## config.mk

```make
export PLATFORM = sky130hd
export DESIGN_NAME = bidir_io_port_block
export DESIGN_NICKNAME = d
export VERILOG_FILES = /design/src/io_port_pkg.sv /design/src/io_sync.sv /design/src/io_port.sv /design/src/bidir_io_port_block.sv
export VERILOG_INCLUDE_DIRS = /design/src
export SDC_FILE = /design/constraint.sdc
export NUM_CORES = 1
export LEC_CHECK = 0
export ABC_CLOCK_PERIOD_IN_PS = 3100
export BUFFER_PORTS_ARGS = -buffer_cell sky130_fd_sc_hd__buf_2
export CORE_ASPECT_RATIO = 2
export CORE_MARGIN = 4
export CORE_UTILIZATION = 35
export DETAILED_ROUTE_END_ITERATION = 10
export SLEW_MARGIN = 20
export SYNTH_ARGS = -nofsm -noshare
export SYNTH_HDL_FRONTEND = slang
export SYNTH_SLANG_ARGS = --single-unit
```

## constraint.sdc

```tcl
create_clock -name sys_clk -period 3.1 [get_ports sys_clk]
set_input_delay 0 -clock sys_clk [delete_from_list [all_inputs] [get_ports sys_clk]]
set_output_delay 0 -clock sys_clk [all_outputs]
set_load 0.1 [all_outputs]
```

## src/io_port_consts.svh

```systemverilog
`ifndef IO_PORT_CONSTS_SVH
`define IO_PORT_CONSTS_SVH
// Byte offsets
`define OFF_DATA_A 8'h00
`define OFF_DIR_A 8'h10
`define OFF_IRQ_CTRL 8'h20
`define OFF_TMODE 8'h24
`define OFF_CONV_CTRL 8'h28
`define OFF_WAKE_EN 8'h2c
`define OFF_PULL_CFG 8'h30
`define OFF_ALT_CFG 8'h34
`define OFF_PWR_CTRL 8'h38
`define OFF_BITOP 8'h3c
`define OFF_IRQ_STAT 8'h40
`define OFF_IRQ_MASK 8'h44
`define OFF_STEP 4
// Reset values
`define RST_PIN_BIT 1'b1
`define RST_TMODE 2'h2
// Timer mode codes
`define TM_INTERNAL 2'h2
// Shared pins
`define PIN_PWM0 0
`define PIN_PWM1 1
`define PIN_PFD 3
`define PIN_TMR 4
`define PIN_INT 5
// Port indices
`define PORT_A 0
`define PORT_B 1
`define PORT_C 2
`define PORT_D 3
// Fields
`define ALT_PFD 0
`define ALT_PWM0 1
`define ALT_PWM1 2
`define ALT_W 3
`define CONV_W 4
`define TMODE_W 2
`define BITOP_PORT_LSB 3
`define BITOP_VAL 5
`define BITOP_DIR 6
`define PWR_DOWN_BIT 0
`define EV_WAKE 0
`define EV_EXT 1
`define EV_W 2
`endif

```

## src/io_port_pkg.sv

```systemverilog
`include "io_port_consts.svh"
package io_port_pkg;
  typedef logic [31:0] wb_word_t;
  typedef logic [7:0] wb_addr_t;
  typedef logic [1:0] port_idx_t;
  typedef enum logic {PWR_RUN, PWR_DOWN} pwr_state_t;
endpackage : io_port_pkg

```

## src/io_sync.sv

```systemverilog
`timescale 1ns/1ps
`include "io_port_consts.svh"
module io_sync #(
  parameter int W = 8
) (
  input wire logic sys_clk,
  input wire logic rst_n,
  input wire logic [W-1:0] async_i,
  output logic [W-1:0] level_o
);
  logic [W-1:0] s1_q;
  logic [W-1:0] s2_q;
  logic [W-1:0] s3_q;

  // Three stages; level moves only when stages two and three agree
  always_ff @(posedge sys_clk or negedge rst_n) begin
    if (!rst_n) begin
      s1_q <= {W{`RST_PIN_BIT}};
      s2_q <= {W{`RST_PIN_BIT}};
      s3_q <= {W{`RST_PIN_BIT}};
      level_o <= {W{`RST_PIN_BIT}};
    end else begin
      s1_q <= async_i;
      s2_q <= s1_q;
      s3_q <= s2_q;
      level_o <= (s2_q & s3_q) | (level_o & (s2_q ^ s3_q));
    end
  end
endmodule : io_sync

```

## src/io_port.sv

```systemverilog
`timescale 1ns/1ps
`include "io_port_consts.svh"
module io_port #(
  parameter int W = 8
) (
  input wire logic sys_clk,
  input wire logic rst_n,
  input wire logic wr_data_i,
  input wire logic [W-1:0] wdata_i,
  input wire logic wr_dir_i,
  input wire logic [W-1:0] wdir_i,
  input wire logic [W-1:0] pin_lvl_i,
  input wire logic [W-1:0] force_in_i,
  input wire logic [W-1:0] alt_en_i,
  input wire logic [W-1:0] alt_val_i,
  input wire logic [W-1:0] pull_en_i,
  output logic [W-1:0] data_o,
  output logic [W-1:0] dir_o,
  output logic [W-1:0] rd_o,
  output logic [W-1:0] pad_out_o,
  output logic [W-1:0] pad_oe_o,
  output logic [W-1:0] pad_pull_o
);
  logic [W-1:0] in_mask;
  logic [W-1:0] alt_on;

  assign in_mask = dir_o | force_in_i;
  assign alt_on = alt_en_i & ~dir_o;
  assign rd_o = (in_mask & pin_lvl_i) | (~in_mask & data_o);

  always_ff @(posedge sys_clk or negedge rst_n) begin
    if (!rst_n) begin
      data_o <= {W{`RST_PIN_BIT}};
    end else if (wr_data_i) begin
      data_o <= wdata_i;
    end
  end

  always_ff @(posedge sys_clk or negedge rst_n) begin
    if (!rst_n) begin
      dir_o <= {W{`RST_PIN_BIT}};
    end else if (wr_dir_i) begin
      dir_o <= wdir_i;
    end
  end

  always_ff @(posedge sys_clk or negedge rst_n) begin
    if (!rst_n) begin
      pad_out_o <= {W{`RST_PIN_BIT}};
      pad_oe_o <= '0;
      pad_pull_o <= '0;
    end else begin
      pad_out_o <= (alt_on & alt_val_i) | (~alt_on & data_o);
      pad_oe_o <= ~in_mask;
      pad_pull_o <= in_mask & pull_en_i;
    end
  end
endmodule : io_port

```

## src/bidir_io_port_block.sv

```systemverilog
// Functional notes
// Direction one makes pin a readable input
// Direction zero drives pin from output latch
// Reading an output pin returns latch
// Output latch holds until rewritten
// Input pins sampled at read, never latched
// Reset sets all data and direction ones
// Port A falling edge wakes power-down
// Bit set/clear is read-modify-write
// Pull-high only while pin is input
// External interrupt enable takes interrupt pin
// Non-internal timer mode takes timer pin
// Divider output only when direction output
// Pulse-width outputs only when direction output
// Analog-selected pins lose pull-high
// Unbonded pins keep full register behaviour
//
// Decided for this implementation: the address map and the Wishbone interface to the registers.
`timescale 1ns/1ps
`include "io_port_consts.svh"
module bidir_io_port_block #(
  parameter int PORT_W = 8
) (
  input wire logic sys_clk,
  input wire logic rst_n,
  input wire logic wb_cyc_i,
  input wire logic wb_stb_i,
  input wire logic wb_we_i,
  input wire io_port_pkg::wb_addr_t wb_adr_i,
  input wire logic [3:0] wb_sel_i,
  input wire io_port_pkg::wb_word_t wb_dat_i,
  output io_port_pkg::wb_word_t wb_dat_o,
  output logic wb_ack_o,
  input wire logic [4*PORT_W-1:0] pin_in,
  output logic [4*PORT_W-1:0] pin_out,
  output logic [4*PORT_W-1:0] pin_oe,
  output logic [4*PORT_W-1:0] pin_pull,
  input wire logic pfd_i,
  input wire logic pwm0_i,
  input wire logic pwm1_i,
  output logic timer_event_pin,
  output logic power_down_o,
  output logic wake_o,
  output logic irq_o
);
  import io_port_pkg::*;

  localparam int NP = 4;
  localparam int BIT_W = $clog2(PORT_W);

  logic [NP-1:0][PORT_W-1:0] sync_lvl;
  logic [NP-1:0][PORT_W-1:0] rd_val;
  logic [NP-1:0][PORT_W-1:0] data_q_v;
  logic [NP-1:0][PORT_W-1:0] dir_q_v;
  logic [NP-1:0][PORT_W-1:0] wdat_d;
  logic [NP-1:0][PORT_W-1:0] wdir_d;
  logic [NP-1:0][PORT_W-1:0] force_in;
  logic [NP-1:0][PORT_W-1:0] alt_en;
  logic [NP-1:0][PORT_W-1:0] alt_val;
  logic [NP-1:0][PORT_W-1:0] pull_en;
  logic [NP-1:0] wr_data;
  logic [NP-1:0] wr_dir;

  logic irq_ctrl_q;
  logic [`TMODE_W-1:0] tmode_q;
  logic [`CONV_W-1:0] conv_sel_q;
  logic [PORT_W-1:0] wake_en_q;
  logic [NP-1:0] pull_cfg_q;
  logic [`ALT_W-1:0] alt_cfg_q;
  logic [`EV_W-1:0] irq_stat_q;
  logic [`EV_W-1:0] irq_mask_q;
  logic [`EV_W-1:0] ev;
  logic [`EV_W-1:0] stat_clr;
  logic [`EV_W-1:0] irq_stat_d;
  logic [`EV_W-1:0] irq_mask_d;
  logic [PORT_W-1:0] prev_a_q;
  logic [PORT_W-1:0] fall_a;
  pwr_state_t pwr_q;
  pwr_state_t pwr_d;
  logic wake_d;

  logic req;
  logic wr;
  wb_addr_t a;
  wb_word_t rdata;
  logic bop;
  port_idx_t bop_port;
  logic [BIT_W-1:0] bop_bit;
  logic bop_val;
  logic bop_dir;

  // Bus request decode
  assign req = wb_cyc_i & wb_stb_i & ~wb_ack_o;
  assign wr = req & wb_we_i & wb_sel_i[0];
  assign a = {wb_adr_i[7:2], 2'b00};
  assign bop = wr && (a == `OFF_BITOP);
  assign bop_bit = wb_dat_i[BIT_W-1:0];
  assign bop_port = wb_dat_i[`BITOP_PORT_LSB +: 2];
  assign bop_val = wb_dat_i[`BITOP_VAL];
  assign bop_dir = wb_dat_i[`BITOP_DIR];

  // Write steering, byte writes and bit operations
  always_comb begin
    for (int p = 0; p < NP; p++) begin
      wr_data[p] = wr && (a == 8'(`OFF_DATA_A + `OFF_STEP * p));
      wr_dir[p] = wr && (a == 8'(`OFF_DIR_A + `OFF_STEP * p));
      wdat_d[p] = wb_dat_i[PORT_W-1:0];
      wdir_d[p] = wb_dat_i[PORT_W-1:0];
      if (bop && (bop_port == 2'(p))) begin
        if (bop_dir) begin
          wr_dir[p] = 1'b1;
          wdir_d[p] = dir_q_v[p];
          wdir_d[p][bop_bit] = bop_val;
        end else begin
          wr_data[p] = 1'b1;
          wdat_d[p] = rd_val[p];
          wdat_d[p][bop_bit] = bop_val;
        end
      end
    end
  end

  // Pin sharing and pull-high selection
  always_comb begin
    force_in = '0;
    alt_en = '0;
    alt_val = '0;
    for (int p = 0; p < NP; p++) begin
      pull_en[p] = {PORT_W{pull_cfg_q[p]}};
    end
    force_in[`PORT_A][`PIN_INT] = irq_ctrl_q;
    force_in[`PORT_A][`PIN_TMR] = (tmode_q != `TM_INTERNAL);
    alt_en[`PORT_A][`PIN_PFD] = alt_cfg_q[`ALT_PFD];
    alt_val[`PORT_A][`PIN_PFD] = pfd_i;
    alt_en[`PORT_D][`PIN_PWM0] = alt_cfg_q[`ALT_PWM0];
    alt_en[`PORT_D][`PIN_PWM1] = alt_cfg_q[`ALT_PWM1];
    alt_val[`PORT_D][`PIN_PWM0] = pwm0_i;
    alt_val[`PORT_D][`PIN_PWM1] = pwm1_i;
    pull_en[`PORT_B][`CONV_W-1:0] = pull_en[`PORT_B][`CONV_W-1:0] & ~conv_sel_q;
  end

  // Every pin slot exists whether bonded or not
  for (genvar g = 0; g < NP; g++) begin : g_port
    io_sync #(.W(PORT_W)) u_sync (
      .sys_clk(sys_clk),
      .rst_n(rst_n),
      .async_i(pin_in[g*PORT_W +: PORT_W]),
      .level_o(sync_lvl[g])
    );
    io_port #(.W(PORT_W)) u_port (
      .sys_clk(sys_clk),
      .rst_n(rst_n),
      .wr_data_i(wr_data[g]),
      .wdata_i(wdat_d[g]),
      .wr_dir_i(wr_dir[g]),
      .wdir_i(wdir_d[g]),
      .pin_lvl_i(sync_lvl[g]),
      .force_in_i(force_in[g]),
      .alt_en_i(alt_en[g]),
      .alt_val_i(alt_val[g]),
      .pull_en_i(pull_en[g]),
      .data_o(data_q_v[g]),
      .dir_o(dir_q_v[g]),
      .rd_o(rd_val[g]),
      .pad_out_o(pin_out[g*PORT_W +: PORT_W]),
      .pad_oe_o(pin_oe[g*PORT_W +: PORT_W]),
      .pad_pull_o(pin_pull[g*PORT_W +: PORT_W])
    );
  end

  // Control registers
  always_ff @(posedge sys_clk or negedge rst_n) begin
    if (!rst_n) begin
      irq_ctrl_q <= 1'b0;
      tmode_q <= `RST_TMODE;
      conv_sel_q <= '0;
      wake_en_q <= '0;
      pull_cfg_q <= '0;
      alt_cfg_q <= '0;
      irq_mask_q <= '0;
    end else if (wr) begin
      if (a == `OFF_IRQ_CTRL) begin
        irq_ctrl_q <= wb_dat_i[0];
      end
      if (a == `OFF_TMODE) begin
        tmode_q <= wb_dat_i[`TMODE_W-1:0];
      end
      if (a == `OFF_CONV_CTRL) begin
        conv_sel_q <= wb_dat_i[`CONV_W-1:0];
      end
      if (a == `OFF_WAKE_EN) begin
        wake_en_q <= wb_dat_i[PORT_W-1:0];
      end
      if (a == `OFF_PULL_CFG) begin
        pull_cfg_q <= wb_dat_i[NP-1:0];
      end
      if (a == `OFF_ALT_CFG) begin
        alt_cfg_q <= wb_dat_i[`ALT_W-1:0];
      end
      if (a == `OFF_IRQ_MASK) begin
        irq_mask_q <= wb_dat_i[`EV_W-1:0];
      end
    end
  end

  // Port A edge detection
  always_ff @(posedge sys_clk or negedge rst_n) begin
    if (!rst_n) begin
      prev_a_q <= {PORT_W{`RST_PIN_BIT}};
    end else begin
      prev_a_q <= sync_lvl[`PORT_A];
    end
  end

  assign fall_a = prev_a_q & ~sync_lvl[`PORT_A];

  // Power-down and wake-up
  always_comb begin
    pwr_d = pwr_q;
    wake_d = 1'b0;
    unique case (pwr_q)
      PWR_RUN: begin
        if (wr && (a == `OFF_PWR_CTRL) && wb_dat_i[`PWR_DOWN_BIT]) begin
          pwr_d = PWR_DOWN;
        end
      end
      PWR_DOWN: begin
        if (|(fall_a & wake_en_q)) begin
          pwr_d = PWR_RUN;
          wake_d = 1'b1;
        end
      end
    endcase
  end

  always_ff @(posedge sys_clk or negedge rst_n) begin
    if (!rst_n) begin
      pwr_q <= PWR_RUN;
      power_down_o <= 1'b0;
      wake_o <= 1'b0;
    end else begin
      pwr_q <= pwr_d;
      power_down_o <= (pwr_d == PWR_DOWN);
      wake_o <= wake_d;
    end
  end

  // Sticky events, write one to clear, set wins
  always_comb begin
    ev = '0;
    ev[`EV_WAKE] = wake_d;
    ev[`EV_EXT] = irq_ctrl_q & fall_a[`PIN_INT];
    stat_clr = (wr && (a == `OFF_IRQ_STAT)) ? wb_dat_i[`EV_W-1:0] : '0;
    irq_stat_d = (irq_stat_q & ~stat_clr) | ev;
    // Next mask too, so a mask write shows on the output at once
    irq_mask_d = (wr && (a == `OFF_IRQ_MASK)) ? wb_dat_i[`EV_W-1:0] : irq_mask_q;
  end

  always_ff @(posedge sys_clk or negedge rst_n) begin
    if (!rst_n) begin
      irq_stat_q <= '0;
      irq_o <= 1'b0;
    end else begin
      irq_stat_q <= irq_stat_d;
      irq_o <= |(irq_stat_d & irq_mask_d);
    end
  end

  // Timer input pin level
  always_ff @(posedge sys_clk or negedge rst_n) begin
    if (!rst_n) begin
      timer_event_pin <= `RST_PIN_BIT;
    end else begin
      timer_event_pin <= sync_lvl[`PORT_A][`PIN_TMR];
    end
  end

  // Read data
  always_comb begin
    rdata = '0;
    case (a)
      `OFF_IRQ_CTRL: rdata[0] = irq_ctrl_q;
      `OFF_TMODE: rdata[`TMODE_W-1:0] = tmode_q;
      `OFF_CONV_CTRL: rdata[`CONV_W-1:0] = conv_sel_q;
      `OFF_WAKE_EN: rdata[PORT_W-1:0] = wake_en_q;
      `OFF_PULL_CFG: rdata[NP-1:0] = pull_cfg_q;
      `OFF_ALT_CFG: rdata[`ALT_W-1:0] = alt_cfg_q;
      `OFF_PWR_CTRL: rdata[`PWR_DOWN_BIT] = (pwr_q == PWR_DOWN);
      `OFF_IRQ_STAT: rdata[`EV_W-1:0] = irq_stat_q;
      `OFF_IRQ_MASK: rdata[`EV_W-1:0] = irq_mask_q;
      default: rdata = '0;
    endcase
    for (int p = 0; p < NP; p++) begin
      if (a == 8'(`OFF_DATA_A + `OFF_STEP * p)) begin
        rdata[PORT_W-1:0] = rd_val[p];
      end
      if (a == 8'(`OFF_DIR_A + `OFF_STEP * p)) begin
        rdata[PORT_W-1:0] = dir_q_v[p];
      end
    end
  end

  // Bus answer one cycle after the request
  always_ff @(posedge sys_clk or negedge rst_n) begin
    if (!rst_n) begin
      wb_ack_o <= 1'b0;
      wb_dat_o <= '0;
    end else begin
      wb_ack_o <= req;
      if (req) begin
        wb_dat_o <= rdata;
      end
    end
  end

  // Checks
  logic seen_q;

  always_ff @(posedge sys_clk or negedge rst_n) begin
    if (!rst_n) begin
      seen_q <= 1'b0;
    end else begin
      seen_q <= 1'b1;
    end
  end
endmodule : bidir_io_port_block

```

==> results.py, run 1 <==
metrics = {
    "run_status": {
        "status": "complete, but fails checks",
        "violations": "hold timing",
    },
    "cts": {
        "cts_tree": "yes",
        "cts_sinks": 334,
        "worstSkewPairLatency_ns": 0.58,
        "h-tree-depth": 1,
        "cts_buffers": 31,
        "cts_buffer_depth": 3,
        "clk_pin_slew_worst_paths_ns": 0.07,
        "root_buffer": "clkbuf_16",
    },
    "floorplan": {
        "core_area_sq_um": 38800,
        "die_height_um": 288,
        "fp-row-count": 102,
        "initial_core_util": 0.355,
        "die_area_sq_um": 42800,
        "dieWidth_um": 148,
        "num_io_pins": 217,
    },
    "sta": {
        "drv_slew": 0,
        "period_share": 0.963,
        "rsz0062_at_grt": "false",
        "whs_ns": -0.00684,
        "setup_viol": 0,
        "finalHoldViolCount": 2,
        "worst_slew_pin_slew_ns": 0.846,
        "period_needed_ns": 2.99,
        "achievable-frequency_mhz": 335,
        "fin_ws_ns": 0.115,
        "tns_ns": 0,
        "slew_headroom": 0.428,
        "skew_ns": 0.0126,
    },
    "synthesis": {
        "synth-seq-cells": 334,
        "synthTopCellsByArea": "dfstp_2 (44%), dfrtp_1 (18%), mux2i_1 (3.8%)",
        "yosysSeqAreaShare": 0.628,
        "yosysMostFrequentCell": "dfstp_2",
        "synth_top_cell_area_share": 0.445,
        "yosysTopAreaCell": "dfstp_2",
        "synthCells": 1114,
        "avgSynthCellArea_sq_um": 12.4,
        "synth_edf_count": 0,
        "ys_types": 74,
        "ys_warn_count": 0,
        "syn-cell-area_sq_um": 13800,
        "ys.flop_type": "dfstp_2",
        "synth_common_cells": "dfstp_2 (233), dfrtp_1 (101), nand2_1 (82)",
        "async_reset_ff_frac": 1.00,
    },
    "cells_and_area": {
        "fillers": 3649,
        "nets": 1469,
        "drive_gt1_frac": 0.404,
        "syn2layout_area_growth_pct": 22.5,
        "final_area_sq_um": 16900,
        "post-route-util": 0.435,
        "antenna_cells": 0,
    },
    "hold_path": {
        "hold_class": "input pin to async pin",
    },
    "pwr": {
        "p_sw_frac": 0.281,
        "peakVddDrop_mv": 0.332,
        "power_frac_seq": 0.481,
        "clkPwrFrac": 0.404,
        "p_sw_w": 0.00283,
        "combPwrFrac": 0.115,
        "p_leak_nw": 7.62,
        "p_int_w": 0.00723,
        "p_per_area_nw_per_um2": 596,
        "power_w": 0.0101,
    },
    "placed_design": {
        "hpwlAfterDp_um": 32900,
        "place.gp.congestion": 0.926,
        "dpl_cell_area_sq_um": 15300,
        "port_buffers": 163,
        "preCtsSetupSlack_ns": 0.527,
    },
    "critical_path": {
        "regToRegSetupSlack_ns": 0.11,
        "crit_type": "flip-flop to flip-flop",
        "cp_data_required_time_ns": 3.56,
        "cp-end-kind": "flip-flop",
        "worstPathMaxFanout": 8,
        "cp-start-kind": "flip-flop",
        "cp.arrival_ns": 3.44,
    },
    "global_routing": {
        "grt_pass1_wl_um": 66400,
        "antenna_found_initial": 0,
        "grt_max_degree": 98,
        "grt_pass1_vias": 10200,
        "track_usage": 0.208,
        "grt.overflow.total": 0,
    },
    "drt": {
        "firstDrtPassIters": 7,
        "wl_per_cell_um": 23.6,
        "drc": 0,
        "first_iter_violations": 874,
        "ant_nets": 0,
        "vias": 9881,
        "wirelength_um": 44800,
        "viasPerCell": 5.21,
    },
    "flow_run": {
        "drv_cap": 0,
    },
}
[through the flow]
stage	instances	hold WS [ns]
final	1898	-0.00684
after global routing	1898	0.0405
after CTS	1895	0.00845
after detailed placement	1790	0.0260
after global placement	1790	0.0158
after floorplan	1137	-0.296
[registers in the layout (all words and copies together) (netlist names), 2 cells and up]
register,cells
g_port.u_port.dir_o,32
alt_cfg_q,3
wake_en_q,8
irq_stat_q,2
g_port.u_port.data_o,32
prev_a_q,8
g_port.u_port.pad_out_o,32
g_port.u_port.pad_oe_o,32
irq_mask_q,2
g_port.u_sync.level_o,32
g_port.u_port.pad_pull_o,32
tmode_q,2
pull_cfg_q,4
g_port.u_sync.s1_q,32
g_port.u_sync.s3_q,32
g_port.u_sync.s2_q,32
conv_sel_q,4
wb_dat_o,8
[per-layer routing]
layer / track usage / up-vias / share of wire
met5: 0 / - / 0
met4: 0.113 / 0 / 0.063
met3: 0.0250 / 113 / 0.050
met2: 0.392 / 406 / 0.55
met1: 0.222 / 4972 / 0.34
li1: - / 4390 / -
[worst paths after layout]
kind | startpoint | endpoint | cells past startpoint
worst max-delay path | wb_ack_o | pull_cfg_q[0] | 8
worst min-delay path | rst_n | g_port[0].u_port.pad_pull_o[0] | 2
worst max register to register | wb_ack_o | pull_cfg_q[0] | 8
worst min register to register | g_port[2].u_sync.s1_q[4] | g_port[2].u_sync.s2_q[4] | 0
max in group asynchronous | rst_n | g_port[1].u_sync.level_o[3] | 3
min in group sys_clk | pin_in[7] | g_port[0].u_sync.s1_q[7] | 2
[critical path, cell delays in order, from the launching register on]
cell	delay, ns
dfrtp_1	0.37
nand3b_1	0.23
dlygate4sd3_1	0.61
buf_4	0.17
inv_1	0.08
nand3_1	0.35
nor3_1	0.50
buf_4	0.22
mux2_2	0.33
[cells by family after synthesis]
logic type,Yosys count,share of synthesized area
compound gates,275,0.132
buf+inv,112,0.0399
other cells,1,0.000272
mux,91,0.0697
flops,334,0.628
fa+ha+maj,32,0.0291
simple gates,269,0.101
[power by group through the flow]
stage               registers [W]  clock network (W)  logic [W]
floorplan                 0.00519                  0   0.000453
global placement          0.00491                  0    0.00109
detailed placement        0.00491                  0    0.00111
CTS                       0.00485            0.00417    0.00116
global route              0.00487            0.00434    0.00122
finish                    0.00484            0.00406    0.00115
[placed cells by master (no fill, tap or decap), drive strengths merged, types with 4 or more instances in the layout]
cell type and count:
bufinv 4, clkinvlp 4, nand2 82, a31oi 43
clkbuf 36, and3 9, o211ai 9, a22o 4
buf 207, dfstp 233, a211oi 6, nand3b 5
a21oi 64, a2bb2oi 4, nor2 64, a221oi 4
mux2 39, nor2b 7, inv 44, nand3 23
o22a 4, dlygate4sd3 47, and2 32, a22oi 10
a21boi 4, o21ai 48, mux2i 52, o221ai 4
dfrtp 101, conb 24, ha 32, a221o 5
o21a 4, clkinv 11, a21o 34, nor3 20
o22ai 6
[layout make-up]
| type | count | area [sq um] | area share |
|---|---|---|---|
| multi-input combinational | 691 | 4660 | 0.276 |
| clock buffer | 36 | 825 | 0.0489 |
| tap | 520 | 651 | 0.0386 |
| sequential | 334 | 8650 | 0.513 |
| inverter | 41 | 154 | 0.00912 |
| clock inverter | 22 | 254 | 0.0151 |
| timing repair buffer | 254 | 1680 | 0.0994 |
[timing repair]
item,in CTS,in global routing
endpoints found under the setup margin,0,4
resized for setup,0,2
hold buffers,47,0
buffers inserted,0,3
endpoints found under the hold margin,240,0
Note: power is estimated with default switching activity, not from simulation.
==> run 2: changes to the inputs <==
CORE_ASPECT_RATIO = 0.8   (was 2)
TNS_END_PERCENT = 1   (was default)
==> results.py, run 2 (synthesis results as in run 1) <==
metrics = {
    "global_routing": {
        "track_usage": 0.187,
        "grt.overflow.total": 0,
        "grt_max_degree": 95,
        "grt_pass1_vias": 9644,
        "antenna_found_initial": 1,
        "grt_pass1_wl_um": 60700,
    },
    "sta": {
        "rsz0062_at_grt": "false",
        "fin_ws_ns": 0.489,
        "period_share": 0.842,
        "finalHoldViolCount": 0,
        "achievable-frequency_mhz": 383,
        "setup_viol": 0,
        "drv_slew": 0,
        "tns_ns": 0,
        "slew_headroom": 0.478,
        "period_needed_ns": 2.61,
        "worst_slew_pin_slew_ns": 0.772,
        "skew_ns": 0.0174,
    },
    "hold_path": {
        "hold_class": "input pin to flip-flop",
        "hold_start": "wb_stb_i",
    },
    "cells_and_area": {
        "final_cell_mix": "dfstp_2 (233), buf_2 (162), dfrtp_1 (101)",
        "fillers": 3576,
        "final_common_cell": "dfstp_2",
        "nets": 1458,
        "syn2layout_area_growth_pct": 23.3,
        "drive_gt1_frac": 0.400,
    },
    "critical_path": {
        "cp-start-kind": "flip-flop",
        "regToRegSetupSlack_ns": 0.49,
        "r2r_start": "wb_ack_o",
        "worstRegToRegCells": 6,
        "worstPathMaxFanout": 17,
        "critPathCapture": "g_port[0].u_port.dir_o[7]",
        "rr_endpoint": "g_port[0].u_port.dir_o[7]",
        "cp.arrival_ns": 3.07,
        "crit_type": "flip-flop to flip-flop",
        "crit_start": "wb_ack_o",
        "cp-end-kind": "flip-flop",
        "cp_data_required_time_ns": 3.56,
    },
    "pwr": {
        "peakVddDrop_mv": 0.312,
        "p_per_area_nw_per_um2": 628,
        "p_sw_w": 0.00279,
        "p_sw_frac": 0.261,
        "p_leak_nw": 7.67,
        "clkPwrFrac": 0.441,
        "power_frac_seq": 0.453,
        "p_int_w": 0.00788,
        "combPwrFrac": 0.106,
        "power_w": 0.0107,
    },
    "cts": {
        "worstSkewPairLatency_ns": 0.53,
        "cts_resized": 0,
        "cts_buffers": 37,
        "postCtsSetupRepairBufs": 0,
        "cts_sinks": 334,
        "clk_pin_slew_worst_paths_ns": 0.07,
        "h-tree-depth": 2,
        "cts_tree": "yes",
        "hold_buffers": 42,
        "root_buffer": "clkbuf_16",
        "cts_buffer_depth": 3,
    },
    "placed_design": {
        "port_buffers": 163,
        "preCtsSetupSlack_ns": 0.511,
        "hpwlAfterDp_um": 29000,
        "place.gp.congestion": 0.920,
    },
    "drt": {
        "wirelength_um": 40500,
        "viasPerCell": 5.12,
        "ant_nets": 0,
        "wl_per_cell_um": 21.4,
        "vias": 9727,
        "drc": 0,
        "first_iter_violations": 831,
        "firstDrtPassIters": 4,
    },
    "floorplan": {
        "num_io_pins": 217,
        "core_area_sq_um": 38500,
        "die_area_sq_um": 42600,
        "die_height_um": 185,
        "initial_core_util": 0.357,
        "dieWidth_um": 230,
        "fp-row-count": 64,
    },
    "run_status": {
        "status": "complete, no violations",
    },
    "flow_run": {
        "drv_cap": 0,
    },
}
-- run 2: changes by cell type in the layout (fill, tap and decap cells not counted), sizes merged --
cell / before / now
diode: 0 / 2
clkbuf: 36 / 51
clkinv: 11 / 8
clkinvlp: 4 / 2
bufinv: 4 / 6
inv: 44 / 40
dlygate4sd3: 47 / 42
buf: 207 / 195
-- run 2: worst max-delay path: stages, from the launching register on --
cell      delay (ns)
dfrtp_1         0.37
nand3b_1        0.21
or4_1           0.77
nor2_8          0.36
a22oi_2         0.26
a31oi_1         0.22
mux2_2          0.36
-- run 2: worst min path at each step --
stage	end	slack, ns	cells after the start
after CTS	g_port[1].u_port.data_o[2]	0.004	3
after global routing	g_port[1].u_port.dir_o[2]	0.04	3
after floorplan	alt_cfg_q[0]	-0.30	0
after detailed placement	g_port[1].u_port.pad_pull_o[2]	0.08	1
final	wb_dat_o[3]	0.04	5
after global placement	g_port[1].u_port.pad_pull_o[2]	0.07	1
-- run 2: area by class of cell --
type	instances	area (sq um)	area share
antenna	2	5.00	0.000295
clock buffer	51	1070	0.0630
clock inverter	15	245	0.0144
inverter	41	154	0.00907
multi-input combinational	691	4650	0.274
sequential	334	8650	0.510
tap	528	661	0.0389
timing repair buffer	237	1540	0.0905
-- run 2: per-layer routing --
| metal | up-vias | part of all wire | GRT usage | wire length, um |
|---|---|---|---|---|
| met5 | - | 0.00017 | 0 | 7 |
| met4 | 2 | 0.021 | 0.0481 | 841 |
| met3 | 63 | 0.074 | 0.0401 | 3000 |
| met2 | 357 | 0.44 | 0.283 | 18000 |
| met1 | 4913 | 0.46 | 0.274 | 18700 |
| li1 | 4392 | - | - | - |
-- run 2: stage by stage --
step | hold slack [ns] | instance area [sq um] | cells | util
2_1_floorplan | -0.296 | 13900 | 1137 | -
3_3_place_gp | 0.0688 | 15200 | 1789 | 0.396
3_5_place_dp | 0.0774 | 15200 | 1789 | 0.396
4_1_cts | 0.00375 | 17000 | 1897 | 0.441
5_1_grt | 0.0417 | 17000 | 1897 | 0.441
6_report | 0.0363 | 17000 | 1899 | 0.441
-- run 2: power by group through the flow --
stage	registers (W)	logic, W	clock network [W]
after floorplan	0.00519	0.000453	0
after global placement	0.00490	0.00108	0
after detailed placement	0.00490	0.00109	0
after CTS	0.00484	0.00113	0.00484
after global routing	0.00486	0.00120	0.00503
final	0.00483	0.00113	0.00471
